[src/rtl/lpddr2_pd_pkg.sv]
/*
 * Shared types and constants for the power-down and clock-stop tracker.
 * Assumes a 40 MHz core clock and a memory clock that is much slower than it.
 */
`default_nettype none
package lpddr2_pd_pkg;

   // One sample of the command pins, taken at a memory-clock rising edge.
   typedef struct packed {
      logic cke;
      logic cs_n;
      logic [2:0] ca;
   } pins_t;

   localparam int CLOCK_PERIOD_PS = 25000;
   localparam int T_XP_PS = 7500;
   // Least time, so the count rounds up.
   localparam int XP_CYCLES_INT = (T_XP_PS + CLOCK_PERIOD_PS - 1) / CLOCK_PERIOD_PS;
   localparam logic [3:0] XP_CYCLES = 4'(XP_CYCLES_INT < 1 ? 1 : XP_CYCLES_INT);
   localparam logic [1:0] RESTART_CK_EDGES = 2'h2;
   localparam logic [7:0] CK_STOP_CYCLES = 8'h20;
   localparam logic [2:0] CA_DEEP_POWER_DOWN = 3'h3;
   localparam logic [2:0] CA_NOP = 3'h7;
   localparam logic [1:0] RESET_SYNC_INIT = 2'h0;

endpackage : lpddr2_pd_pkg
`default_nettype wire

[src/rtl/lpddr2_power_down_clock_stop.sv]
/*
 * Device-side power state tracker: power-down, deep power-down, clock stop
 * and NOP decode at each memory-clock rising edge.
 * Assumes the controller keeps its own CKE-low spacing after each command.
 */
// What this block does
// - CKE falling with CS low, CA0 high, CA1 high, CA2 low enters deep power-down.
// - CKE high leaves deep power-down; full initialization required before use.
// - After clock restart with CKE high, ready only after 2 tCK plus tXP.
// - NOP only when CKE is unchanged; CS high or CA0..CA2 all high.
// - NOP registers nothing and does not end an operation in progress.
// - CKE falling with CS high, after CKE high, enters power-down.
`default_nettype none
module lpddr2_power_down_clock_stop (
   // Core clock and reset
   input wire logic clock,
   input wire logic reset_n,
   // Memory pins
   input wire logic ck_pin,
   input wire lpddr2_pd_pkg::pins_t pins_in,
   // From the device's initialization logic
   input wire logic init_done,
   // Power state
   output logic ready_q,
   output logic power_down_q,
   output logic deep_power_down_q,
   output logic init_required_q,
   output logic clock_stopped_q,
   // Decoded commands
   output logic cmd_q,
   output logic [2:0] cmd_ca_q,
   output logic nop_q
);

   typedef enum logic [2:0] {
      st_active, st_pd, st_deep, st_init, st_xp, st_restart
   } state_t;

   localparam int XP_MAX = 4;

   logic [1:0] rst_sync_q;
   logic rst_sync_n;
   lpddr2_pd_pkg::pins_t pins;
   logic ck_rise;
   state_t state_q;
   logic cke_prev_q;
   logic [3:0] cnt_q;
   logic [1:0] edges_q;
   logic [7:0] idle_q;

   always_ff @(posedge clock or negedge reset_n) begin
      if (!reset_n) begin
         rst_sync_q <= lpddr2_pd_pkg::RESET_SYNC_INIT;
      end else begin
         rst_sync_q <= {rst_sync_q[0], 1'b1};
      end
   end
   assign rst_sync_n = rst_sync_q[1];

   lpddr2_pin_sampler u_sampler (
      .clock(clock),
      .rst_n(rst_sync_n),
      .ck_pin(ck_pin),
      .pins_in(pins_in),
      .pins_sync(pins),
      .ck_rise(ck_rise)
   );

   function automatic logic is_nop(input lpddr2_pd_pkg::pins_t p);
      is_nop = p.cs_n || (p.ca == lpddr2_pd_pkg::CA_NOP);
   endfunction : is_nop

   wire cke_fall = ck_rise && cke_prev_q && !pins.cke;
   wire cke_rise = ck_rise && !cke_prev_q && pins.cke;
   wire deep_entry = cke_fall && !pins.cs_n && (pins.ca == lpddr2_pd_pkg::CA_DEEP_POWER_DOWN);
   wire pd_entry = cke_fall && pins.cs_n;
   wire stop_seen = (idle_q == lpddr2_pd_pkg::CK_STOP_CYCLES);

   // CKE as registered at the previous memory-clock edge.
   always_ff @(posedge clock or negedge rst_sync_n) begin
      if (!rst_sync_n) begin
         cke_prev_q <= 1'b0;
      end else if (ck_rise) begin
         cke_prev_q <= pins.cke;
      end
   end

   // Core cycles since the last memory-clock edge, used to spot a stopped clock.
   always_ff @(posedge clock or negedge rst_sync_n) begin
      if (!rst_sync_n) begin
         idle_q <= 8'h00;
      end else if (ck_rise) begin
         idle_q <= 8'h00;
      end else if (!stop_seen) begin
         idle_q <= idle_q + 8'h01;
      end
   end

   // Power state sequencing.
   always_ff @(posedge clock or negedge rst_sync_n) begin
      if (!rst_sync_n) begin
         state_q <= st_init;
         cnt_q <= 4'h0;
         edges_q <= 2'h0;
      end else begin
         unique case (state_q)
            st_active: begin
               if (deep_entry) begin
                  state_q <= st_deep;
               end else if (pd_entry) begin
                  state_q <= st_pd;
               end else if (stop_seen && cke_prev_q) begin
                  state_q <= st_restart;
                  edges_q <= 2'h0;
               end
            end
            st_pd: begin
               if (cke_rise) begin
                  state_q <= st_xp;
                  cnt_q <= lpddr2_pd_pkg::XP_CYCLES;
               end
            end
            st_deep: begin
               if (cke_rise) begin
                  state_q <= st_init;
               end
            end
            st_init: begin
               if (init_done) begin
                  state_q <= st_active;
               end
            end
            st_restart: begin
               // Count two clean edges before the exit latency starts.
               if (ck_rise) begin
                  if (edges_q == lpddr2_pd_pkg::RESTART_CK_EDGES - 2'h1) begin
                     state_q <= st_xp;
                     cnt_q <= lpddr2_pd_pkg::XP_CYCLES;
                  end else begin
                     edges_q <= edges_q + 2'h1;
                  end
               end
            end
            st_xp: begin
               if (cnt_q <= 4'h1) begin
                  state_q <= st_active;
                  cnt_q <= 4'h0;
               end else begin
                  cnt_q <= cnt_q - 4'h1;
               end
            end
         endcase
      end
   end

   // Status outputs, one cycle behind the state; clock_stopped_q is one cycle behind the stop detect.
   always_ff @(posedge clock or negedge rst_sync_n) begin
      if (!rst_sync_n) begin
         ready_q <= 1'b0;
         power_down_q <= 1'b0;
         deep_power_down_q <= 1'b0;
         init_required_q <= 1'b1;
         clock_stopped_q <= 1'b0;
      end else begin
         ready_q <= (state_q == st_active);
         power_down_q <= (state_q == st_pd);
         deep_power_down_q <= (state_q == st_deep);
         init_required_q <= (state_q == st_deep) || (state_q == st_init);
         clock_stopped_q <= stop_seen;
      end
   end

   // Command decode; a NOP produces no command and leaves running work alone.
   always_ff @(posedge clock or negedge rst_sync_n) begin
      if (!rst_sync_n) begin
         cmd_q <= 1'b0;
         cmd_ca_q <= 3'h0;
         nop_q <= 1'b0;
      end else begin
         cmd_q <= 1'b0;
         nop_q <= 1'b0;
         if (ck_rise && (cke_prev_q == pins.cke) && pins.cke && state_q == st_active) begin
            if (is_nop(pins)) begin
               nop_q <= 1'b1;
            end else begin
               cmd_q <= 1'b1;
               cmd_ca_q <= pins.ca;
            end
         end
      end
   end

   property p_deep_entry;
      @(posedge clock) disable iff (!rst_sync_n)
      (state_q == st_active && deep_entry) |=> ##1 deep_power_down_q;
   endproperty
   a_deep_entry: assert property (p_deep_entry) else $error("deep power-down not entered");

   property p_pd_entry;
      @(posedge clock) disable iff (!rst_sync_n)
      (state_q == st_active && pd_entry) |=> ##1 (power_down_q && !deep_power_down_q);
   endproperty
   a_pd_entry: assert property (p_pd_entry) else $error("power-down not entered");

   property p_deep_exit;
      @(posedge clock) disable iff (!rst_sync_n)
      (state_q == st_deep && cke_rise) |=> ##1 (init_required_q && !ready_q);
   endproperty
   a_deep_exit: assert property (p_deep_exit) else $error("exit did not demand init");

   property p_init_blocks_ready;
      @(posedge clock) disable iff (!rst_sync_n)
      init_required_q |-> !ready_q;
   endproperty
   a_init_blocks_ready: assert property (p_init_blocks_ready)
      else $error("ready while uninit");

   // Only a sampled init_done may open the way from the init state to ready.
   property p_init_gates_ready;
      @(posedge clock) disable iff (!rst_sync_n)
      (init_required_q && !$past(init_done)) |=> !ready_q;
   endproperty
   a_init_gates_ready: assert property (p_init_gates_ready)
      else $error("ready without init done");

   property p_nop_only_steady;
      @(posedge clock) disable iff (!rst_sync_n)
      (ck_rise && cke_prev_q != pins.cke) |=> !nop_q && !cmd_q;
   endproperty
   a_nop_only_steady: assert property (p_nop_only_steady) else $error("nop on cke change");

   property p_nop_no_cmd;
      @(posedge clock) disable iff (!rst_sync_n)
      (ck_rise && state_q == st_active && pins.cke && cke_prev_q && is_nop(pins))
         |=> nop_q && !cmd_q && $stable(cmd_ca_q);
   endproperty
   a_nop_no_cmd: assert property (p_nop_no_cmd) else $error("nop registered a command");

   property p_restart_not_ready;
      @(posedge clock) disable iff (!rst_sync_n)
      (state_q == st_restart) |=> ##1 !ready_q;
   endproperty
   a_restart_not_ready: assert property (p_restart_not_ready)
      else $error("ready in restart");

   property p_xp_bounded;
      @(posedge clock) disable iff (!rst_sync_n)
      $rose(state_q == st_xp) |-> !ready_q ##[1:XP_MAX] (state_q == st_active);
   endproperty
   a_xp_bounded: assert property (p_xp_bounded) else $error("exit latency wrong");

endmodule : lpddr2_power_down_clock_stop
`default_nettype wire

[src/rtl/lpddr2_pin_sampler.sv]
/*
 * Brings the memory clock and command pins into the core clock domain and
 * flags each rising edge of the memory clock.
 * Assumes the core clock samples the memory clock several times per period.
 */
`default_nettype none
module lpddr2_pin_sampler (
   // Core clock and reset
   input wire logic clock,
   input wire logic rst_n,
   // Pins from outside
   input wire logic ck_pin,
   input wire lpddr2_pd_pkg::pins_t pins_in,
   // Synchronised view
   output lpddr2_pd_pkg::pins_t pins_sync,
   output logic ck_rise
);

   lpddr2_pd_pkg::pins_t pins_meta_q;
   lpddr2_pd_pkg::pins_t pins_sync_q;
   logic ck_meta_q;
   logic ck_sync_q;
   logic ck_last_q;

   always_ff @(posedge clock or negedge rst_n) begin
      if (!rst_n) begin
         pins_meta_q <= '{cke: 1'b0, cs_n: 1'b1, ca: 3'h0};
         pins_sync_q <= '{cke: 1'b0, cs_n: 1'b1, ca: 3'h0};
         ck_meta_q <= 1'b0;
         ck_sync_q <= 1'b0;
         ck_last_q <= 1'b0;
      end else begin
         pins_meta_q <= pins_in;
         pins_sync_q <= pins_meta_q;
         ck_meta_q <= ck_pin;
         ck_sync_q <= ck_meta_q;
         ck_last_q <= ck_sync_q;
      end
   end

   // Pins travel with the clock so their sample lines up with the edge flag.
   assign pins_sync = pins_sync_q;
   assign ck_rise = ck_sync_q && !ck_last_q;

endmodule : lpddr2_pin_sampler
`default_nettype wire

[config.mk]
export PLATFORM = sky130hd
export DESIGN_NAME = lpddr2_power_down_clock_stop
export DESIGN_NICKNAME = d
export VERILOG_FILES = /design/src/rtl/lpddr2_pd_pkg.sv /design/src/rtl/lpddr2_power_down_clock_stop.sv /design/src/rtl/lpddr2_pin_sampler.sv
export SDC_FILE = /design/constraint.sdc
export NUM_CORES = 1
export LEC_CHECK = 0
export BUFFER_PORTS_ARGS = -buffer_cell sky130_fd_sc_hd__buf_2
export CORE_MARGIN = 4
export CORE_UTILIZATION = 35
export CTS_CLUSTER_SIZE = 8
export DETAILED_ROUTE_END_ITERATION = 6
export PLACE_DENSITY = 0.51
export SLEW_MARGIN = 10
export SYNTH_ARGS = -nofsm -noshare
export SYNTH_HDL_FRONTEND = slang
export SYNTH_SLANG_ARGS = --single-unit
[constraint.sdc]
create_clock -name clock -period 1.4 [get_ports clock]
set_clock_uncertainty 0.1 [all_clocks]
set_input_delay 0.28 -clock clock [delete_from_list [all_inputs] [get_ports clock]]
set_output_delay 0.28 -clock clock [all_outputs]
set_load 0.1 [all_outputs]
==> flow_metrics.py, run 1 <==
metrics = {
    "clocking": {
        "htreeDepth": 2,
        "cts-root-buf": "clkbuf_8",
        "clk_pin_slew_worst_paths_ns": 0.08,
        "clk_latency_ns": 0.29,
        "cts_buffer_depth": 2,
        "cts_tree": "yes",
        "cts_sinks": 43,
        "cts_buffers": 5,
    },
    "synthesis": {
        "synth_area_mm2": 0.00182,
        "synth_most_common_cell": "dfrtp_1",
        "synthSimpleGateAreaFrac_pct": 14.9,
        "synth_edf_count": 0,
        "synth_ff_type": "dfrtp_1",
        "syn_nets": 171,
        "yosysTopAreaCell": "dfrtp_1",
        "async_flop_share_pct": 100,
        "ys_top_cells_by_area": "dfrtp_1 (52%), dfstp_2 (7.2%), ha_1 (3.4%), nor2_1 (3.3%), nand2_1 (2.1%)",
        "synth_top_area_share_pct": 52.2,
        "ys_top_cells_by_count": "dfrtp_1 (38), nor2_1 (16), nand2_1 (10), inv_1 (9), o21ai_0 (7)",
        "synth_top_family_by_area": "simple AND/OR/NAND/NOR gates",
        "synthCells": 157,
        "ys_ff_latch": 43,
        "synth.distinct_cells": 42,
        "synth-seq-area-share_pct": 59.5,
        "postSynthAreaPerCell_um2": 11.6,
        "synth_xor_area_share_pct": 3.37,
        "synthMuxAreaShare_pct": 3.02,
        "synth-compound-area-share_pct": 12.7,
        "yosys_warnings": 0,
        "synth_fa_ha_area_share_pct": 3.44,
    },
    "place": {
        "port_buffers": 18,
        "place.gp.congestion": 0.895,
        "dp_hpwl_um": 2920,
    },
    "routing": {
        "drt-total-wl_um": 4010,
        "first_iter_violations": 65,
        "ant_nets": 0,
        "routedWlPerCell_um": 13.0,
        "first_pass_iters": 4,
        "drc": 0,
        "dr_total_vias": 1483,
        "vias_per_cell": 4.80,
    },
    "pwr": {
        "cellLeakagePower_uw": 0.00131,
        "swShare_pct": 36.1,
        "finalPower_uw": 4770,
        "p_seq_share_pct": 34.4,
        "p_clk_share_pct": 15.5,
        "p_sw_uw": 1720,
        "internal_power_uw": 3050,
        "ir_drop_v": 0.000800,
        "pwr_density_cell_mw_per_mm2": 1680,
        "comb_power_share_pct": 50.1,
    },
    "timing": {
        "whs_ns": 0.0844,
        "period_share_pct": 141,
        "setup_viol": 19,
        "min_period_ns": 1.98,
        "rsz0062_at_grt": "yes",
        "max_freq_ghz": 0.506,
        "slew_viol_final": 0,
        "fin_ws_ns": -0.578,
        "finalHoldViolations": 0,
    },
    "status": {
        "status": "complete, but fails checks",
        "violations": "setup timing",
    },
    "final_layout": {
        "fillCellCount": 404,
        "final_nets": 255,
        "area_delta_synth_final_pct": 55.8,
        "n_antenna_cell": 0,
        "drive_gt1_share_pct": 44.2,
    },
    "floorplan": {
        "num_io_pins": 19,
        "row_count": 25,
        "die_w_um": 80.1,
        "fp.dieH_um": 80.1,
        "dieArea_mm2": 0.00642,
        "coreArea_mm2": 0.00488,
        "initial_core_util_pct": 37.3,
    },
    "global_route": {
        "grt_pass1_vias": 1589,
        "grt_max_degree": 31,
        "track_usage_pct": 14.1,
        "antenna_found_initial": 0,
        "grt_first_pass_wirelength_um": 7050,
        "grt-ovfl-total": 0,
    },
    "worst_setup_path": {
        "r2r_start": "idle_q[3]$_DFFE_PN0P_",
        "crit_fanout": 3,
        "crit_path_start": "idle_q[3]$_DFFE_PN0P_",
        "critPathKind": "flop to flop",
        "critPathCaptureType": "flop",
        "start_kind": "flop",
        "required_ns": 1.47,
        "arrival_ns": 2.05,
    },
    "hold_path": {
        "hold_path.class": "flop to async pin",
    },
    "flow_run": {
        "cap_viol_max_count": 0,
    },
}
area by class of cell:
class	count	area [um2]	area share, %
multi-input cells	100	796	28.1
flip-flops and latches	43	1080	38.2
clock buffers	5	68.8	2.43
repair buffers	82	757	26.7
inverters	9	33.8	1.19
clock inverters	3	15.0	0.529
well taps	67	83.8	2.96
power groups by stage:
| stage | Combinational [uW] | Sequential [uW] | Clock (uW) |
|---|---|---|---|
| after floorplan | 812 | 1980 | 0 |
| after global placement | 2110 | 1640 | 0 |
| after detailed placement | 2160 | 1660 | 0 |
| after CTS | 2300 | 1640 | 772 |
| after global routing | 2570 | 1660 | 832 |
| final | 2390 | 1640 | 740 |
critical path, cell delays in order, from the launching register on:
cell	delay, ns
dfrtp_1	0.40
or4_4	0.55
o41ai_4	0.29
o2111ai_1	0.18
mux2_1	0.34
layout by cell type, fill, tap and decap left out, types with 3 or more instances in the layout:
master | netlist | routed
clkbuf_8 | 0 | 5
clkinv_2 | 0 | 3
inv_1 | 9 | 9
buf_2 | 0 | 8
o22ai_1 | 3 | 3
nand3_1 | 5 | 4
mux2_4 | 0 | 3
buf_6 | 0 | 5
nand4_1 | 4 | 4
dlygate4sd3_1 | 0 | 7
buf_4 | 0 | 52
nand2_1 | 10 | 10
buf_12 | 0 | 10
nor2b_1 | 4 | 3
xor2_1 | 4 | 4
nor2_1 | 16 | 14
ha_1 | 5 | 5
o21ai_0 | 7 | 5
dfrtp_1 | 38 | 38
nor3_4 | 0 | 3
dfstp_2 | 5 | 5
routing by layer:
| layer | track usage [%] | share of wire [%] | up-vias |
|---|---|---|---|
| li1 | - | - | 717 |
| met1 | 16.7 | 42 | 727 |
| met2 | 24.3 | 53 | 31 |
| met3 | 3.81 | 3.8 | 8 |
| met4 | 5.57 | 1.3 | 0 |
| met5 | 0 | 0 | - |
repair_timing:
item | CTS | global route
buffers inserted | 4 | 2
gates resized for setup | 10 | 14
endpoints found under the hold margin | 8 | 0
hold buffers | 7 | 0
setup endpoints to repair | 18 | 22
pin swaps | 6 | 15
per-stage QoR:
step / TNS, ns / utilization (%) / std cells / worst slack, ns / cell area (um2)
after floorplan: -2.98 / - / 157 / -0.459 / 1850
after global placement: -5.03 / 52.2 / 290 / -0.501 / 2550
after detailed placement: -5.51 / 52.2 / 290 / -0.557 / 2550
after CTS: -5.60 / 56.9 / 308 / -0.551 / 2780
after global routing: -7.51 / 58.1 / 309 / -0.662 / 2840
final: -5.96 / 58.1 / 309 / -0.578 / 2840
registers in the layout, indices dropped and copies added (netlist names), 2 cells and up:
signal,flops
cmd_ca_q,3
cnt_q,4
edges_q,2
idle_q,8
rst_sync_q,2
state_q,3
u_sampler.pins_meta_q,5
u_sampler.pins_sync,5
worst paths after layout:
path / end / slack [ns] / depth (start not counted)
max: state_q[2]$_DFFE_PN0P_ / -0.58 / 4
min: u_sampler.pins_meta_q[4]$_DFF_PN0_ / 0.08 / 1
max reg2reg: state_q[2]$_DFFE_PN0P_ / -0.58 / 4
min reg2reg: u_sampler.pins_meta_q[4]$_DFF_PN0_ / 0.08 / 1
max in group asynchronous: state_q[1]$_DFFE_PN1P_ / 0.70 / 1
min in group clock: u_sampler.pins_sync[4]$_DFF_PN0_ / 0.25 / 0
kinds of logic after synthesis:
family                   count (synthesis)
AO/OA/AOI/OAI                           30
XOR/XNOR                                 7
adder cells (fa/ha/maj)                  5
buffers and inverters                   14
flip-flops                              43
multiplexers                             5
other                                    1
AND/OR/NAND/NOR                         52
Power figures use the tool's default switching activity.
==> run 2: changes to the inputs <==
- RECOVER_POWER: not set -> 50
==> run 2 against run 1 <==
The run still ends with setup timing left. Final cell count did not move. Utilization shrank 0.15 points. Register-to-register slack is essentially flat. Clock power barely moved. Worst setup slack unchanged. Design area down 0.26%. Sequential cell count unchanged. Maximum frequency did not move. Largest power group unchanged.
==> flow_metrics.py, run 2 (synthesis gave the netlist of run 1 again) <==
metrics = {
    "status": {
        "status": "complete, but fails checks",
        "violations": "setup timing",
    },
    "pwr": {
        "ir_drop_v": 0.000800,
        "cellLeakagePower_uw": 0.00131,
        "pwr_density_cell_mw_per_mm2": 1680,
    },
    "worst_setup_path": {
        "required_ns": 1.47,
        "critPathKind": "flop to flop",
        "start_kind": "flop",
        "arrival_ns": 2.05,
        "critPathCaptureType": "flop",
        "crit_fanout": 3,
    },
    "timing": {
        "min_period_ns": 1.98,
        "relSlewSlack_pct": 51.1,
        "tightest_slew_ns": 0.733,
        "rsz0062_at_grt": "yes",
        "max_freq_ghz": 0.506,
        "fin_ws_ns": -0.578,
        "slew_viol_final": 0,
        "setup_viol": 19,
        "finalHoldViolations": 0,
        "period_share_pct": 141,
    },
    "final_layout": {
        "final_nets": 255,
        "n_antenna_cell": 0,
        "regMostFlops": "idle_q",
        "area_delta_synth_final_pct": 55.4,
        "final_common_cell": "buf_4",
        "fin_cells": 309,
        "largest_reg_flops": 8,
        "finalInstanceArea_mm2": 0.00283,
        "drive_gt1_share_pct": 43.4,
        "final_cell_mix": "buf_4 (50), dfrtp_1 (38), nor2_1 (14)",
    },
    "global_route": {
        "grt_pass1_vias": 1589,
        "track_usage_pct": 14.1,
        "grt-ovfl-total": 0,
        "grt_first_pass_wirelength_um": 7050,
        "grt_max_degree": 31,
        "antenna_found_initial": 0,
    },
    "floorplan": {
        "coreArea_mm2": 0.00488,
        "die_w_um": 80.1,
        "fp.dieH_um": 80.1,
        "dieArea_mm2": 0.00642,
        "row_count": 25,
        "num_io_pins": 19,
        "initial_core_util_pct": 37.3,
    },
    "clocking": {
        "clk_latency_ns": 0.29,
        "htreeDepth": 2,
        "cts-root-buf": "clkbuf_8",
        "cts_sinks": 43,
        "cts_buffer_depth": 2,
        "clk_pin_slew_worst_paths_ns": 0.08,
        "cts_buffers": 5,
        "cts_tree": "yes",
    },
    "place": {
        "placed_cell_area_mm2": 0.00255,
        "port_buffers": 18,
        "dp_hpwl_um": 2920,
        "place.gp.congestion": 0.895,
        "dp_cells": 290,
    },
    "hold_path": {
        "hold_path.class": "input port to async pin",
    },
    "routing": {
        "drt-total-wl_um": 4010,
        "drc": 0,
        "dr_total_vias": 1482,
        "routedWlPerCell_um": 13.0,
        "ant_nets": 0,
        "vias_per_cell": 4.80,
        "first_pass_iters": 4,
        "first_iter_violations": 65,
    },
    "flow_run": {
        "cap_viol_max_count": 0,
    },
}
## run 2: per-stage QoR
stage               hold WS [ns]  setup slack, ns  utilization (%)  setup TNS [ns]  total power [uW]
floorplan                 -0.116           -0.459                -           -2.98              2790
detailed placement       -0.0325           -0.557             52.2           -5.51              3820
CTS                       0.0954           -0.551             56.9           -5.60              4710
finish                     0.200           -0.578             58.0           -5.96              4760
global route               0.200           -0.662             58.0           -7.51              5060
global placement         -0.0358           -0.501             52.2           -5.03              3760
## run 2: report_power, final
group	total [uW]	switching, uW	internal [uW]
combinational	2390	1140	1240
clock	740	399	341
sequential	1640	179	1460
total	4760	1720	3040
## run 2: layer usage
| metal | wire length (um) | track usage (%) |
|---|---|---|
| met1 | 1690 | 16.7 |
| met2 | 2120 | 24.3 |
| met3 | 151 | 3.81 |
| met4 | 54 | 5.57 |
| met5 | 0 | 0 |
## run 2: final cells by class
| type | instances | area [um2] |
|---|---|---|
| multi-input combinational | 100 | 796 |
| clock inverter | 3 | 15.0 |
| sequential | 43 | 1080 |
| timing repair buffer | 82 | 749 |
| clock buffer | 5 | 68.8 |
| tap | 67 | 83.8 |
| fill | 407 | 2050 |
| inverter | 9 | 33.8 |
## run 2: critical path: stages (launching register included)
cell and delay, ns:
dfrtp_1 0.40, or4_4 0.55, o41ai_4 0.29, o2111ai_1 0.18
mux2_1 0.34
## run 2: what timing repair did
| item | CTS | global route |
|---|---|---|
| buffers inserted | 4 | 2 |
| hold buffers | 7 | 0 |
| cloned | 0 | 0 |
| endpoints found under the hold margin | 8 | 0 |
| setup endpoints to repair | 18 | 22 |
| pin swaps | 6 | 15 |
| resized for setup | 10 | 14 |
## run 2: final timing paths
path | from | endpoint | slack, ns | cells past startpoint
worst min register to register | rst_sync_q[1]$_DFF_PN0_ | u_sampler.pins_meta_q[4]$_DFF_PN0_ | 0.23 | 1
worst min-delay path | reset_n | rst_sync_q[1]$_DFF_PN0_ | 0.20 | 2
min in group clock | u_sampler.pins_meta_q[4]$_DFF_PN0_ | u_sampler.pins_sync[4]$_DFF_PN0_ | 0.25 | 0
max in group asynchronous | rst_sync_q[1]$_DFF_PN0_ | cmd_ca_q[1]$_DFFE_PN0P_ | 0.43 | 1
worst max-delay path | idle_q[3]$_DFFE_PN0P_ | state_q[2]$_DFFE_PN0P_ | -0.58 | 4
worst max register to register | idle_q[3]$_DFFE_PN0P_ | state_q[2]$_DFFE_PN0P_ | -0.58 | 4
==> run 3: changes to the inputs <==
- CELL_PAD_IN_SITES_DETAIL_PLACEMENT: not set -> 1
- CELL_PAD_IN_SITES_GLOBAL_PLACEMENT: not set -> 1
- GPL_ROUTABILITY_DRIVEN: not set -> 0
- PLACE_DENSITY: 0.51 -> 0.61
- clock period: 1.4 -> 1.7 ns (I/O delays scaled with it)
==> run 3 against run 2 <==
Sequential cell count unchanged. Total power decreased by 23%. Critical path depth stayed put. The run still ends with setup timing left. Sequential share of layout area increased by 6.1 points. Largest cell class unchanged. Global-route usage rose by 0.73 points. Critical endpoint unchanged. Register-to-register slack better by 0.32 ns.
==> flow_metrics.py, run 3 (synthesis gave the netlist of run 1 again) <==
metrics = {
    "worst_setup_path": {
        "r2r_cells": 4,
        "worst-path-buf-inv": 0,
        "critPathCaptureType": "flop",
        "cp_top_family": "simple AND/OR/NAND/NOR gates",
        "critPathKind": "flop to flop",
        "required_ns": 1.79,
        "crit_path_start": "idle_q[7]$_DFFE_PN0P_",
        "rrSetupSlack_ns": -0.26,
        "endpoint": "state_q[2]$_DFFE_PN0P_",
        "cpPeakStageDelay_ns": 0.55,
        "path_depth": 4,
        "crit_chain": "or4_4 -> o41ai_4 -> o2111ai_1 -> mux2_1",
        "arrival_ns": 2.05,
        "crit_fanout": 3,
        "slowest_stage": "or4_4",
        "r2r_start": "idle_q[7]$_DFFE_PN0P_",
        "start_kind": "flop",
        "reg2reg_to": "state_q[2]$_DFFE_PN0P_",
    },
    "timing": {
        "setup_viol": 7,
        "slew_viol_final": 0,
        "rsz0062_at_grt": "yes",
        "relSlewSlack_pct": 47.8,
        "fin_ws_ns": -0.256,
        "whs_ns": 0.0292,
        "finalHoldViolations": 0,
        "period_share_pct": 115,
        "max_freq_ghz": 0.511,
        "tightest_slew_ns": 0.783,
        "min_period_ns": 1.96,
    },
    "status": {
        "status": "complete, but fails checks",
        "violations": "setup timing",
    },
    "clocking": {
        "cts_buffer_depth": 2,
        "cts_buffers": 5,
        "cts_tree": "yes",
        "htreeDepth": 2,
        "cts_sinks": 43,
        "clk_pin_slew_worst_paths_ns": 0.08,
        "clk_latency_ns": 0.30,
        "cts-root-buf": "clkbuf_8",
    },
    "pwr": {
        "cellLeakagePower_uw": 0.00116,
        "p_sw_uw": 1410,
        "swShare_pct": 38.5,
        "p_clk_share_pct": 18.3,
        "ir_drop_v": 0.000601,
        "comb_power_share_pct": 45.1,
        "pwr_density_cell_mw_per_mm2": 1500,
        "internal_power_uw": 2260,
        "p_seq_share_pct": 36.6,
    },
    "routing": {
        "vias_per_cell": 4.92,
        "drc": 0,
        "dr_total_vias": 1412,
        "first_pass_iters": 3,
        "first_iter_violations": 53,
        "drt-total-wl_um": 4210,
        "routedWlPerCell_um": 14.7,
        "ant_nets": 0,
    },
    "floorplan": {
        "fp.dieH_um": 80.1,
        "row_count": 25,
        "coreArea_mm2": 0.00488,
        "initial_core_util_pct": 37.3,
        "num_io_pins": 19,
        "die_w_um": 80.1,
        "dieArea_mm2": 0.00642,
    },
    "final_layout": {
        "n_antenna_cell": 0,
        "utilization_pct": 50.1,
        "regMostFlops": "idle_q",
        "finalInstanceArea_mm2": 0.00244,
        "fillCellCount": 548,
        "final_cell_mix": "dfrtp_1 (38), buf_4 (38), nor2_1 (16), buf_2 (16), nand2_1 (10)",
        "drive_gt1_share_pct": 37.7,
        "final_nets": 233,
        "fin_cells": 287,
        "area_delta_synth_final_pct": 34.2,
        "largest_reg_flops": 8,
    },
    "global_route": {
        "grt_max_degree": 33,
        "track_usage_pct": 14.9,
        "grt_pass1_vias": 1514,
        "grt-ovfl-total": 0,
        "grt_first_pass_wirelength_um": 7250,
        "antenna_found_initial": 0,
    },
    "place": {
        "placed_cell_area_mm2": 0.00226,
        "dp_cells": 273,
        "port_buffers": 18,
        "dpl_worst_slack_ns": -0.263,
        "dp_hpwl_um": 3130,
    },
    "flow_run": {
        "cap_viol_max_count": 0,
    },
    "hold_path": {
        "hold_path.class": "input port to flop",
    },
}
## run 3: changes by cell type in the layout (fill, tap and decap cells not counted), sizes merged
cell         delta
clkinv          -1
clkinvlp        +1
dlygate4sd3     -6
buf            -16
## run 3: cell type report
type | instances | area (um2) | share of cell area (%)
Clock inverter | 3 | 25.0 | 1.02
Timing Repair Buffer | 60 | 414 | 17.0
Clock buffer | 5 | 68.8 | 2.82
Tap cell | 67 | 83.8 | 3.43
Sequential cell | 43 | 1080 | 44.3
Multi-Input combinational cell | 100 | 734 | 30.1
Inverter | 9 | 33.8 | 1.38
## run 3: layer usage
layer  track usage (%)  up-vias  wire length (um)
met2              24.8       13              2140
met3              3.81        7               122
met4              5.07        0                66
met5                 0        -                 0
met1              18.6      717              1880
li1                  -      675                 -
## run 3: repair_timing
action                                  in CTS  in global routing
setup buffers                                3                  2
hold buffers                                 1                  0
pin swaps                                    2                  4
endpoints found under the setup margin      12                 13
gates cloned                                 0                  0
resized for setup                            5                  9
hold endpoints to repair                     2                  0
## run 3: worst min-delay path by stage
stage                from                                  to  cells after the start
2_1_floorplan     reset_n             rst_sync_q[0]$_DFF_PN0_                      0
3_3_place_gp      reset_n             rst_sync_q[0]$_DFF_PN0_                      1
3_5_place_dp      reset_n             rst_sync_q[1]$_DFF_PN0_                      1
4_1_cts        pins_in[3]  u_sampler.pins_meta_q[3]$_DFF_PN1_                      1
5_1_grt        pins_in[3]  u_sampler.pins_meta_q[3]$_DFF_PN1_                      1
6_report       pins_in[3]  u_sampler.pins_meta_q[3]$_DFF_PN1_                      1
## run 3: power groups by stage
| stage | clock network, uW | registers, uW | logic [uW] |
|---|---|---|---|
| after floorplan | 0 | 1620 | 648 |
| after global placement | 0 | 1340 | 1460 |
| after detailed placement | 0 | 1350 | 1520 |
| after CTS | 696 | 1330 | 1620 |
| after global routing | 750 | 1370 | 1790 |
| final | 673 | 1340 | 1660 |
## run 3: stage by stage
step                      setup TNS [ns]  total power [uW]
after floorplan                   -0.300              2270
after global placement            -0.815              2800
after detailed placement           -1.33              2870
after CTS                          -1.34              3650
after global routing               -2.16              3920
final                              -1.33              3670
